[src/inc/ucpc_pkg.sv]
package ucpc_pkg;
  // clock rate and detection timing
  localparam int unsigned CLK_HZ          = 25_000_000;
  localparam int unsigned SETTLE_MS       = 40;   // line settle before a comparator is judged
  localparam int unsigned DCD_TIMEOUT_MS  = 600;  // contact detection give-up time
  localparam int unsigned SETTLE_CYC      = SETTLE_MS * (CLK_HZ / 1000);
  localparam int unsigned DCD_TIMEOUT_CYC = DCD_TIMEOUT_MS * (CLK_HZ / 1000);
  localparam int unsigned TMR_W           = 25;

  // result register
  localparam logic [7:0] RESULT_OFFSET = 8'h04;
  localparam int unsigned CLASS_LSB    = 3;
  localparam int unsigned CLASS_MSB    = 5;
  localparam logic [7:0] RESULT_RESET  = 8'h00;

  typedef enum logic [2:0] {
    CLS_SDP    = 3'b000,
    CLS_CDP    = 3'b001,
    CLS_DCP    = 3'b010,
    CLS_DP_ERR = 3'b011,
    CLS_DIV1   = 3'b100,
    CLS_DIV2   = 3'b101,
    CLS_DIV3   = 3'b110,
    CLS_DM_ERR = 3'b111
  } ucpc_class_t;

  // input current limit selection
  typedef enum logic [2:0] {
    LIM_SUSPEND = 3'b000,
    LIM_100MA   = 3'b001,
    LIM_500MA   = 3'b010,
    LIM_1000MA  = 3'b011,
    LIM_1500MA  = 3'b100,
    LIM_1800MA  = 3'b101
  } ucpc_limit_t;

  // analog comparator indications from the supply, dp and dm lines, plus the sdp limit select pin
  typedef struct packed {
    logic supply_ok;   // supply above undervoltage threshold
    logic dp_ovp;      // dp above 3.3 v
    logic dm_ovp;      // dm above 3.3 v
    logic dp_dat;      // dp above data detection reference
    logic dm_dat;      // dm above data detection reference
    logic dp_div_mid;  // dp in the 2.00 v band
    logic dp_div_high; // dp in the 2.68 v band
    logic dm_div_mid;
    logic dm_div_high;
    logic limit_pin;   // sdp limit select pin
  } ucpc_comp_t;
  localparam int unsigned COMP_W = $bits(ucpc_comp_t);

  // line source and sink enables
  typedef struct packed {
    logic dcd_src_en;  // contact detection current source on dp
    logic dp_src_en;
    logic dm_src_en;
    logic dp_sink_en;
    logic dm_sink_en;
  } ucpc_line_t;
  localparam ucpc_line_t LINES_OFF = '0;
endpackage : ucpc_pkg
[src/design/ucpc_port_classifier.sv]
`timescale 1ns/1ps
// What this block does
// - start classifying on supply rise above undervoltage, and on software restart
// - apply limits: cdp/dcp 1500, divided ports 500/1000/1800 ma
// - sdp limit is 100 ma with select pin low, 500 ma high
// - class shows in read-only result bits 5..3 with fixed codes
// - dp and dm both open: treat as sdp, set timeout flag
// - dp or dm above 3.3 v: set line error code, suspend
// - error suspend holds until restart or manual limit select with neither line still hot, then leaves
// - divided ports: mid/mid port1, mid/high port2, high/mid port3
// - after classification release dp and dm, all sources and sinks off
// - load switch gate held high (off) while classifying
// - remain suspended, no input current, while classifying
module ucpc_port_classifier
  import ucpc_pkg::*;
#(
  parameter int unsigned SETTLE_CYCLES  = SETTLE_CYC,
  parameter int unsigned DCD_TMO_CYCLES = DCD_TIMEOUT_CYC
) (
  input  wire logic        clk_sys,
  input  wire logic        nrst,
  input  wire ucpc_comp_t  comp_in,
  input  wire logic        restart_port_detect,
  input  wire logic        manual_limit_select,
  output logic [7:0]       usb_port_class_result,
  output logic             contact_detect_timeout_flag,
  output ucpc_limit_t      input_limit,
  output logic             suspend,
  output logic             load_switch_gate_n,
  output ucpc_line_t       line_ctl,
  output logic             detect_busy
);
  typedef enum logic [2:0] {
    ST_IDLE    = 3'b000,
    ST_DIV     = 3'b001,
    ST_DCD     = 3'b010,
    ST_PRIMARY = 3'b011,
    ST_SECOND  = 3'b100,
    ST_DONE    = 3'b101,
    ST_ERROR   = 3'b110
  } ucpc_state_t;

  ucpc_comp_t   comp_s;
  ucpc_state_t  state_r;
  ucpc_class_t  class_r;
  logic [TMR_W-1:0] tmr_r;
  logic         supply_d_r;
  logic         tmo_r;
  logic         manual_d_r;
  logic         start;
  logic         settled;
  logic         dcd_tmo;
  logic         line_err;
  ucpc_limit_t  limit_nxt;

  ucpc_sync #(
    .W (COMP_W)
  ) u_sync (
    .clk_sys (clk_sys),
    .nrst    (nrst),
    .d       (comp_in),
    .q       (comp_s)
  );

  // limit for each class
  function automatic ucpc_limit_t class_limit(input ucpc_class_t c, input logic pin);
    unique case (c)
      CLS_SDP:                class_limit = pin ? LIM_500MA : LIM_100MA;
      CLS_CDP, CLS_DCP:       class_limit = LIM_1500MA;
      CLS_DIV1:               class_limit = LIM_500MA;
      CLS_DIV2:               class_limit = LIM_1000MA;
      CLS_DIV3:               class_limit = LIM_1800MA;
      CLS_DP_ERR, CLS_DM_ERR: class_limit = LIM_SUSPEND;
    endcase
  endfunction : class_limit

  // start on supply rising edge or restart write
  assign start   = (comp_s.supply_ok && !supply_d_r) || restart_port_detect;
  assign settled = (tmr_r >= TMR_W'(SETTLE_CYCLES));
  assign dcd_tmo = (tmr_r >= TMR_W'(DCD_TMO_CYCLES));
  assign line_err = comp_s.dp_ovp || comp_s.dm_ovp;

  // edge history
  always_ff @(posedge clk_sys) begin
    if (!nrst) begin
      supply_d_r <= 1'b0;
      manual_d_r <= 1'b0;
    end else begin
      supply_d_r <= comp_s.supply_ok;
      manual_d_r <= manual_limit_select;
    end
  end

  // step timer, cleared entering each timed step, held at zero in idle, done and error
  always_ff @(posedge clk_sys) begin
    if (!nrst) begin
      tmr_r <= '0;
    end else if (start || (state_r == ST_IDLE) || (state_r == ST_DONE) || (state_r == ST_ERROR)) begin
      tmr_r <= '0;
    end else if (state_r == ST_DIV && settled) begin
      tmr_r <= '0;
    end else if (state_r == ST_DCD && ((settled && !comp_s.dp_dat) || dcd_tmo)) begin
      tmr_r <= '0;
    end else if (state_r == ST_PRIMARY && settled) begin
      tmr_r <= '0;
    end else begin
      tmr_r <= tmr_r + TMR_W'(1);
    end
  end

  // detection sequence
  always_ff @(posedge clk_sys) begin
    if (!nrst) begin
      state_r <= ST_IDLE;
      class_r <= CLS_SDP;
      tmo_r   <= 1'b0;
    end else if (!comp_s.supply_ok) begin
      state_r <= ST_IDLE;
    end else if (start) begin
      state_r <= ST_DIV;
      tmo_r   <= 1'b0;
    end else if (line_err) begin
      // a hot line holds error and keeps the code on the line now hot
      state_r <= ST_ERROR;
      class_r <= comp_s.dp_ovp ? CLS_DP_ERR : CLS_DM_ERR;
      tmo_r   <= 1'b0;
    end else begin
      unique case (state_r)
        ST_IDLE: state_r <= ST_IDLE;
        ST_DIV: begin
          if (settled) begin
            // divided supply levels are judged before the data line tests
            if (comp_s.dp_div_mid && comp_s.dm_div_mid) begin
              class_r <= CLS_DIV1;
              state_r <= ST_DONE;
            end else if (comp_s.dp_div_mid && comp_s.dm_div_high) begin
              class_r <= CLS_DIV2;
              state_r <= ST_DONE;
            end else if (comp_s.dp_div_high && comp_s.dm_div_mid) begin
              class_r <= CLS_DIV3;
              state_r <= ST_DONE;
            end else begin
              state_r <= ST_DCD;
            end
          end
        end
        ST_DCD: begin
          // contact judged only once the source and synchroniser have settled
          if (settled && !comp_s.dp_dat) begin
            state_r <= ST_PRIMARY;
          end else if (dcd_tmo) begin
            class_r <= CLS_SDP;
            tmo_r   <= 1'b1;
            state_r                     <= ST_DONE;
          end
        end
        ST_PRIMARY: begin
          if (settled) begin
            if (comp_s.dm_dat) begin
              state_r <= ST_SECOND;
            end else begin
              class_r <= CLS_SDP;
              state_r <= ST_DONE;
            end
          end
        end
        ST_SECOND: begin
          if (settled) begin
            class_r <= comp_s.dp_dat ? CLS_DCP : CLS_CDP;
            state_r <= ST_DONE;
          end
        end
        ST_DONE: state_r <= ST_DONE;
        ST_ERROR: begin
          // manual limit selection leaves error suspend
          if (manual_limit_select && !manual_d_r) begin
            state_r <= ST_DONE;
          end
        end
      endcase
    end
  end

  assign detect_busy = (state_r == ST_DIV) || (state_r == ST_DCD) ||
                       (state_r == ST_PRIMARY) || (state_r == ST_SECOND);

  // limit chosen from class unless idle, busy or in error
  always_comb begin
    if (detect_busy || state_r == ST_ERROR || state_r == ST_IDLE) begin
      limit_nxt = LIM_SUSPEND;
    end else begin
      limit_nxt = class_limit(class_r, comp_s.limit_pin);
    end
  end

  // registered outputs
  always_ff @(posedge clk_sys) begin
    if (!nrst) begin
      input_limit                 <= LIM_SUSPEND;
      contact_detect_timeout_flag <= 1'b0;
      suspend                     <= 1'b1;
      load_switch_gate_n    <= 1'b1;
      usb_port_class_result <= RESULT_RESET;
    end else begin
      input_limit                 <= limit_nxt;
      // manual exit from error leaves suspend while software owns the limit
      suspend                     <= (state_r != ST_DONE);
      contact_detect_timeout_flag <= tmo_r;
      load_switch_gate_n    <= detect_busy || (state_r == ST_IDLE);
      usb_port_class_result <= RESULT_RESET;
      usb_port_class_result[CLASS_MSB:CLASS_LSB] <= class_r;
    end
  end

  // line stimulus per step, all off once classified
  always_ff @(posedge clk_sys) begin
    if (!nrst) begin
      line_ctl <= LINES_OFF;
    end else begin
      line_ctl <= LINES_OFF;
      unique case (state_r)
        ST_DCD: line_ctl.dcd_src_en <= 1'b1;
        ST_PRIMARY: begin
          line_ctl.dp_src_en  <= 1'b1;
          line_ctl.dm_sink_en <= 1'b1;
        end
        ST_SECOND: begin
          line_ctl.dm_src_en  <= 1'b1;
          line_ctl.dp_sink_en <= 1'b1;
        end
        ST_IDLE, ST_DIV, ST_DONE, ST_ERROR: line_ctl <= LINES_OFF;
      endcase
    end
  end
endmodule : ucpc_port_classifier

[src/design/ucpc_sync.sv]
`timescale 1ns/1ps
// two flop synchroniser for a vector of independent levels
module ucpc_sync #(
  parameter int unsigned W = 1
) (
  input  wire logic         clk_sys,
  input  wire logic         nrst,
  input  wire logic [W-1:0] d,
  output logic      [W-1:0] q
);
  logic [W-1:0] meta_r;

  // first stage feeds only the second
  always_ff @(posedge clk_sys) begin
    if (!nrst) begin
      meta_r <= '0;
      q      <= '0;
    end else begin
      meta_r <= d;
      q      <= meta_r;
    end
  end
endmodule : ucpc_sync

[config.mk]
export PLATFORM = sky130hd
export DESIGN_NAME = ucpc_port_classifier
export DESIGN_NICKNAME = d
export VERILOG_FILES = /design/src/inc/ucpc_pkg.sv /design/src/design/ucpc_port_classifier.sv /design/src/design/ucpc_sync.sv
export SDC_FILE = /design/constraint.sdc
export NUM_CORES = 1
export LEC_CHECK = 0
export BUFFER_PORTS_ARGS = -buffer_cell sky130_fd_sc_hd__buf_2
export CORE_MARGIN = 2
export CORE_UTILIZATION = 30
export DETAILED_ROUTE_END_ITERATION = 6
export HOLD_SLACK_MARGIN = 0.12
export PLACE_DENSITY = 0.47
export REMOVE_ABC_BUFFERS = 1
export SLEW_MARGIN = 20
export SYNTH_ARGS = -nofsm -noshare
export SYNTH_HDL_FRONTEND = slang
export SYNTH_SLANG_ARGS = --single-unit
export TNS_END_PERCENT = 20
[constraint.sdc]
create_clock -name clk_sys -period 5.6 [get_ports clk_sys]
set_input_delay 0.56 -clock clk_sys [delete_from_list [all_inputs] [get_ports clk_sys]]
set_output_delay 0.56 -clock clk_sys [all_outputs]
set_load 0.02 [all_outputs]
# Word level (Yosys, flattened, before mapping)
# Index checks and enable logic that the tools add are counted.
[word_totals]
regBits = 72
inputBits = 14
elab_cells = 129
[op_classes]
add_sub_neg = 1
order_cmp = 2
eq_ne = 29
mux = 36
bitwise = 3
reduce_logical = 39
[ops]
columns = ["operator", "count"]
rows = [
  ["$mux W3", 21],
  ["$add A25 B1 Y25 const B", 1],
  ["$ge A25 B20 Y1 const B", 1],
  ["$ge A25 B24 Y1 const B", 1],
  ["$ne A3 B3 Y1 const B", 8],
  ["$eq A3 B3 Y1 const B", 7],
  ["$pmux W3 S7", 1],
  ["$pmux W3 S6", 1],
  ["$eq A3 B2 Y1 const B", 4],
  ["$logic_or A1 B1 Y1", 12],
  ["$ne A4 B4 Y1 const B", 3],
  ["$pmux W3 S4", 1],
  ["$reduce_and A10 Y1", 1],
  ["$reduce_and A5 Y1", 2],
  ["$logic_and A1 B1 Y1", 9],
  ["$mux W1", 9],
  ["$ne A4 B3 Y1 const B", 2],
  ["$eq A3 B1 Y1 const B", 2],
  ["$logic_not A3 Y1", 2],
  ["$mux W2", 3],
  ["$reduce_bool A3 Y1", 2],
  ["$reduce_or A2 Y1", 3],
  ["$ne A5 B2 Y1 const B", 1],
  ["$ne A5 B4 Y1 const B", 1],
  ["8 further kinds", 12],
]

# Depth between registers and ports, before layout
# Gate-level depths: netlist (run 1).
[logic_depth]
word_depth = 8
ltp_mapped = 8
ltp_nobuf = 8

# Modules after synthesis
# Synthesis (run 1) repeated with hierarchy kept, for this count alone.
[hier_totals]
cells_unflattened = 312
area_unflattened_um2 = 2815.2
[by_module_without_submodules]
columns = ["module", "instances", "cells_per_inst", "area_each_um2"]
rows = [
  ["ucpc_port_classifier", 1, 270, 2253.4],
  ["ucpc_sync", 1, 42, 561.8],
]

# Worst setup path after synthesis (run 1)
# Ideal clock, no wire load.
[synth_path]
path_kind = "register to register"
startpoint = "reg tmr_r[20]"
endpoint = "reg class_r[0]"
arrival_time_ns = 2.057
slack_ns = 3.422
path_stages_with_launch = 7
path_buffers = 0
cell_sequence = "dfxtp_1 -> or4_1 -> nor3_1 -> a21o_2 -> o31ai_2 -> o31a_1 -> mux2_4"
[synth_via]
elab_chain_len = 4
word_cells_on_any_way = 9
classes_between = "order compare (2); eq/ne (5); reduce/logical (2)"
[synth_rtl]
columns = ["item", "line", "text"]
rows = [
  ["start, declared", "ucpc_port_classifier.sv:46", "logic [TMR_W-1:0] tmr_r;"],
  ["start signal, assigned", "ucpc_port_classifier.sv:107", "tmr_r <= tmr_r + TMR_W'(1);"],
  ["$ge A25 B20 Y1", "ucpc_port_classifier.sv:79", "assign settled = (tmr_r >= TMR_W'(SETTLE_CYCLES));"],
  ["$logic_and A1 B1 Y1", "ucpc_port_classifier.sv:149", "if (settled && !comp_s.dp_dat) begin"],
  ["$ne A3 B3 Y1 (no line)", "--", ""],
  ["$reduce_and A10 Y1 (no line) (*)", "--", ""],
  ["end signal, assigned", "ucpc_port_classifier.sv:125", "class_r <= comp_s.dp_ovp ? CLS_DP_ERR : CLS_DM_ERR;"],
  ["end signal, assigned", "ucpc_port_classifier.sv:169", "class_r <= comp_s.dp_dat ? CLS_DCP : CLS_CDP;"],
  ["end, declared", "ucpc_port_classifier.sv:45", "ucpc_class_t class_r;"],
]
# Mark *: on every way between the ends. The rest lies on a longest branch, timed or not.
# A chain may end at the register's enable or synchronous reset.

# Worst setup path after layout (run 1)
[layout_path]
startpoint = "reg tmr_r[12]"
endpoint = "reg class_r[0]"
# The elaborated chain is that of the path after synthesis.

==> results of run 1 <==
==> per-stage QoR <==
step,util,instances
detailed placement,0.334,468
global placement,0.334,468
global route,0.361,484
finish,0.361,484
floorplan,-,310
CTS,0.361,484
==> area by class of cell <==
type | count | area, um^2
repair buffers | 29 | 148
clock inverters | 6 | 114
clock buffers | 10 | 138
multi-input cells | 229 | 1410
inverters | 15 | 56.3
flip-flops and latches | 66 | 1320
fillers | 986 | 5930
well taps | 129 | 161
==> synth_stat cells, types with 7 or more instances <==
cell | instances | share of area
dfxtp_1 | 66 | 0.46
nor2_1 | 45 | 0.059
and2_1 | 28 | 0.061
xnor2_1 | 17 | 0.052
inv_1 | 15 | 0.020
nand2_1 | 13 | 0.017
clkbuf_1 | 12 | 0.016
nor3_1 | 11 | 0.019
nand3_1 | 10 | 0.017
o21ai_0 | 8 | 0.014
xor2_1 | 8 | 0.024
a21oi_1 | 7 | 0.012
and3_1 | 7 | 0.015
buf_4 | 7 | 0.018
==> flip-flops by register name (all words and copies together) (netlist names), 3 cells and up <==
name                   cells
input_limit                3
u_sync.meta_r             10
usb_port_class_result      3
u_sync.q                  10
line_ctl                   3
tmr_r                     25
class_r                    3
state_r                    3
==> cell families after synthesis <==
group,synth area share
simple gates,0.283
xor+xnor,0.0762
mux,0.0157
compound gates,0.101
other cells,0.00130
buf+inv,0.0548
fa+ha+maj,0.00870
flops,0.460
==> worst max-delay path, delay by kind of cell (launching register included) <==
| family | cells | cell delay (ns) |
|---|---|---|
| mux | 1 | 0.31 |
| compound gates | 4 | 1.07 |
| simple gates | 1 | 0.56 |
| flops | 1 | 0.34 |
==> final timing paths <==
| check | start | endpoint | slack [ns] | cells past startpoint |
|---|---|---|---|---|
| worst min-delay path | comp_in[3] | u_sync.meta_r[3] | 0.42 | 2 |
| worst min register to register | u_sync.meta_r[9] | u_sync.q[9] | 0.43 | 1 |
| worst max-delay path | tmr_r[12] | class_r[0] | 3.21 | 6 |
| worst max register to register | tmr_r[12] | class_r[0] | 3.21 | 6 |
==> report_power, final <==
group | internal [mW] | switching, mW | total [mW]
combinational | 0.0117 | 0.0156 | 0.0274
sequential | 0.477 | 0.00429 | 0.481
clock | 0.308 | 0.181 | 0.489
==> per-layer routing <==
metal	up-vias	GRT usage
met4	0	0.0646
met5	-	0
met2	34	0.176
li1	1162	-
met1	1000	0.159
met3	11	0.0315
==> metrics, run 1 <==
max_cap viols=0; leading cell types in the layout, fill and taps excluded=66 x dfxtp_1, 45 x nor2_1, 28 x and2_1, 28 x buf_2, 17 x xnor2_1; number of global-route vias before repair=just over 2k; routed wire length=approximately 5600 um; nets=about 370; GRT Total Usage=0.119; share of layout cells above drive strength 1=0.149; CTS Buffer Depth=2; routed vias/inst=between 4 and 5; RSZ-0062 raised after global routing=false; global route total overflow=0; TNS Setup=0 ns; I/O Buffers=28; ant diodes=0; PnR Total Power=0.997 mW; Post-Syn Instances=~330; Skew-Pair Late Insertion Delay=~0.34 ns; Core Area=just over 0.009 mm^2; die width=between 100 and 150 um; Pre-antenna DRT Iters=4; Placed Area=roughly 0.0031 mm^2; CTS Buf Count=9; FP Rows=35; post-cts gate resize count=0; via count=2207; final-report setup violation count=0; final worst slack=3.21 ns; Initial Util=0.310; CTS tree=built; Post-CTS Setup Repair Bufs=0; CP Cell Sequence=or4_1 > o21ai_0 > a21o_2 > o31ai_2 > o31a_1 > mux2_4; Die Area=about 0.010 mm^2; count of pins over their slew limit=0; number of enable flip-flop cells after synthesis=0; Top FF cell, synth=dfxtp_1; startpoint types=flop; min Tclk post-route=approximately 2.4 ns; WS Path Type=flop to flop; Post-Route M1 WL=2840 um; WL met3=172 um; Pwr Density=approximately 300 mW/mm^2; Final Skew=~0.0053 ns; final worst path period share=0.426; CP endpoint kind=flop; cts hold-fix bufs=0; asr flop ratio synth=0; DRT iter0 DRCs=~110; DRC=0; Tightest Pin Transition=~0.8 ns; CTS root buf=clkbuf_8; post-synth design cell area=0.00288 mm^2; Critical-path top delay cell=or4_1; library cells used by synthesis=49; initial antenna violation count=0; Hold WS=~0.42 ns; Final Cell Area=0.00335 mm^2; Routed Antenna Nets=0; Final HPWL DP=around 3900 um; leakage power=between 1 and 1.5 nW; IO Count=34; leading cell type in the layout, fill and taps excluded=dfxtp_1; worst ir drop on vdd=~140 uV; Top Metal Used=met4; Worst Hold Class=primary input to flop; Seq cells post-synth=between 60 and 70; Arr. time, crit path=between 2 and 3 ns; Max-slew headroom=0.471; drt wl/cell=between 10 and 15 um; Fin. Hold Viols=0; Avg Inst Size Synth=8.82 um^2; crit path max fanout=6; pre-CTS setup slack=3.19 ns; status=finished, final reports clean; Req. time, crit path=~6 ns; H-tree depth=3; first-pass GRT wire length=9610 um; highest clock rate=419 MHz; clk slew on worst S/H paths=about 0.07 ns; Seq/Total Area, Yosys=0.460; Area growth, synth to finish=16.5%; die height=slightly above 100 um; largest net degree at the start of global routing=38; number of clock sinks=66; metal2 WL=between 2000 and 2500 um; max incr delay on CP=about 0.56 ns; warnings from Yosys=0; GP Congestion=approximately 0.87
Note: power is estimated with default switching activity, not from simulation.
==> run 2: changes to the inputs <==
==> constraint.sdc (replaced) <==
create_clock -name clk_sys -period 2.25 [get_ports clk_sys]
set_input_delay 0.225 -clock clk_sys [delete_from_list [all_inputs] [get_ports clk_sys]]
set_output_delay 0.225 -clock clk_sys [all_outputs]
set_load 0.02 [all_outputs]
==> metrics, run 2 (synthesized netlist as in run 1, its figures left out) <==
H-tree depth=3; final-report setup violation count=0; min Tclk post-route=2.17 ns; GRT Total Usage=0.132; CTS Buf Count=9; leading cell types in the layout, fill and taps excluded=65 x dfxtp_1, 45 x nor2_1, 33 x buf_4; Final Skew=~0.013 ns; DRT iter0 DRCs=64; initial antenna violation count=0; clk slew on worst S/H paths=~0.080 ns; nets=~410; leading cell type in the layout, fill and taps excluded=dfxtp_1; Pre-antenna DRT Iters=4; PnR Total Power=about 2.2 mW; WS Path Type=flop to flop; Core Area=roughly 0.0093 mm^2; first-pass GRT wire length=10700 um; GP Congestion=0.870; Util after Layout=0.399; CTS root buf=clkbuf_8; drt wl/cell=around 12 um; Largest regs=tmr_r (25), u_sync.meta_r (10), u_sync.q (10); crit path max fanout=4; max_cap viols=0; IO Count=34; number of global-route vias before repair=around 2.3k; largest net degree at the start of global routing=33; Placed Area=0.00335 mm^2; number of clock sinks=66; routed vias/inst=between 4 and 5; Worst Hold Class=primary input to flop; share of layout cells above drive strength 1=0.236; Final Cell Area=around 0.0037 mm^2; worst ir drop on vdd=roughly 270 uV; final worst path period share=0.966; routed wire length=roughly 6300 um; largest reg by FF count=tmr_r; Routed Antenna Nets=0; I/O Buffers=28; Initial Util=0.310; Pwr Density=~600 mW/mm^2; leakage power=~1.4 nW; Final HPWL DP=4450 um; status=finished, final reports clean; RSZ-0062 raised after global routing=true; ant diodes=0; Arr. time, crit path=roughly 2.4 ns; CTS tree=built; Area growth, synth to finish=28.8%; highest clock rate=between 400 and 500 MHz; Fin. Hold Viols=0; DRC=0; CP endpoint kind=flop; die height=between 100 and 150 um; Fillers=slightly below 1k; Skew-Pair Late Insertion Delay=about 0.34 ns; Die Area=0.0104 mm^2; FP Rows=35; startpoint types=flop; global route total overflow=0; via count=2431; count of pins over their slew limit=0; die width=about 100 um; max reg flops=25; CTS Buffer Depth=2; Req. time, crit path=about 2.5 ns
==> run 2: cell count changes in the layout (fill, tap and decap cells not counted), moves of 2 or more <==
| cell | delta |
|---|---|
| buf_4 | +32 |
| dlygate4sd3_1 | +10 |
| clkinv_2 | +4 |
| bufinv_16 | -2 |
| nor3_1 | -2 |
| nor3_2 | +2 |
| o21ai_0 | -2 |
| o21ai_1 | +2 |
==> run 2: repair_timing <==
action / 4_1_cts / 5_1_grt
gates resized for setup: 1 / 12
endpoints found under the hold margin: 10 / 0
pin swaps: 1 / 6
hold buffers: 10 / 0
setup endpoints to repair: 3 / 3
buffers inserted: 0 / 1
==> run 2: cell type report <==
class | instances | area (um^2) | area share
clock buffer | 10 | 128 | 0.0345
multi-input combinational | 229 | 1470 | 0.397
inverter | 15 | 56.3 | 0.0152
sequential | 66 | 1320 | 0.357
timing repair buffer | 72 | 508 | 0.137
clock inverter | 6 | 57.6 | 0.0155
tap | 129 | 161 | 0.0436
==> run 2: critical path, cell delays in order (launching register included) <==
cell and delay (ns):
dfxtp_2 0.34, or4_4 0.56, nor4_4 0.29, a21oi_2 0.08
o21a_1 0.17, o31a_1 0.31, mux2_4 0.31
==> run 2: worst paths after layout <==
check,from,endpoint,slack [ns],depth (start not counted)
max,tmr_r[13],class_r[1],0.08,6
min,manual_limit_select,manual_d_r,0.14,2
max reg2reg,tmr_r[13],class_r[1],0.08,6
min reg2reg,u_sync.meta_r[1],u_sync.q[1],0.43,1
==> run 2: per-stage QoR <==
stage	TNS (ns)	hold WS [ns]	instances	setup WS, ns
finish	0	0.142	527	0.0765
floorplan	0	0.326	310	0.0721
global route	-0.0112	0.128	527	-0.0112
detailed placement	-0.0540	0.419	500	-0.0182
CTS	0	0.131	526	0.00345
global placement	-0.0239	0.414	500	-0.00832
==> run 2: metal layers <==
layer  routed length [um]  part of all wire  vias to the layer above  track usage
met2                 2870              0.45                       50        0.202
met4                   65             0.010                        0       0.0646
li1                     -                 -                     1241            -
met1                 3170              0.50                     1134        0.177
met5                    0                 0                        -            0
met3                  231             0.036                        6       0.0267
==> run 2: report_power, final <==
group | internal, mW | leakage [nW] | total [mW] | switching, mW
clock | 0.504 | 0.0958 | 0.951 | 0.447
combinational | 0.0435 | 0.811 | 0.0872 | 0.0437
sequential | 1.19 | 0.537 | 1.20 | 0.00870
total | 1.73 | 1.44 | 2.23 | 0.499
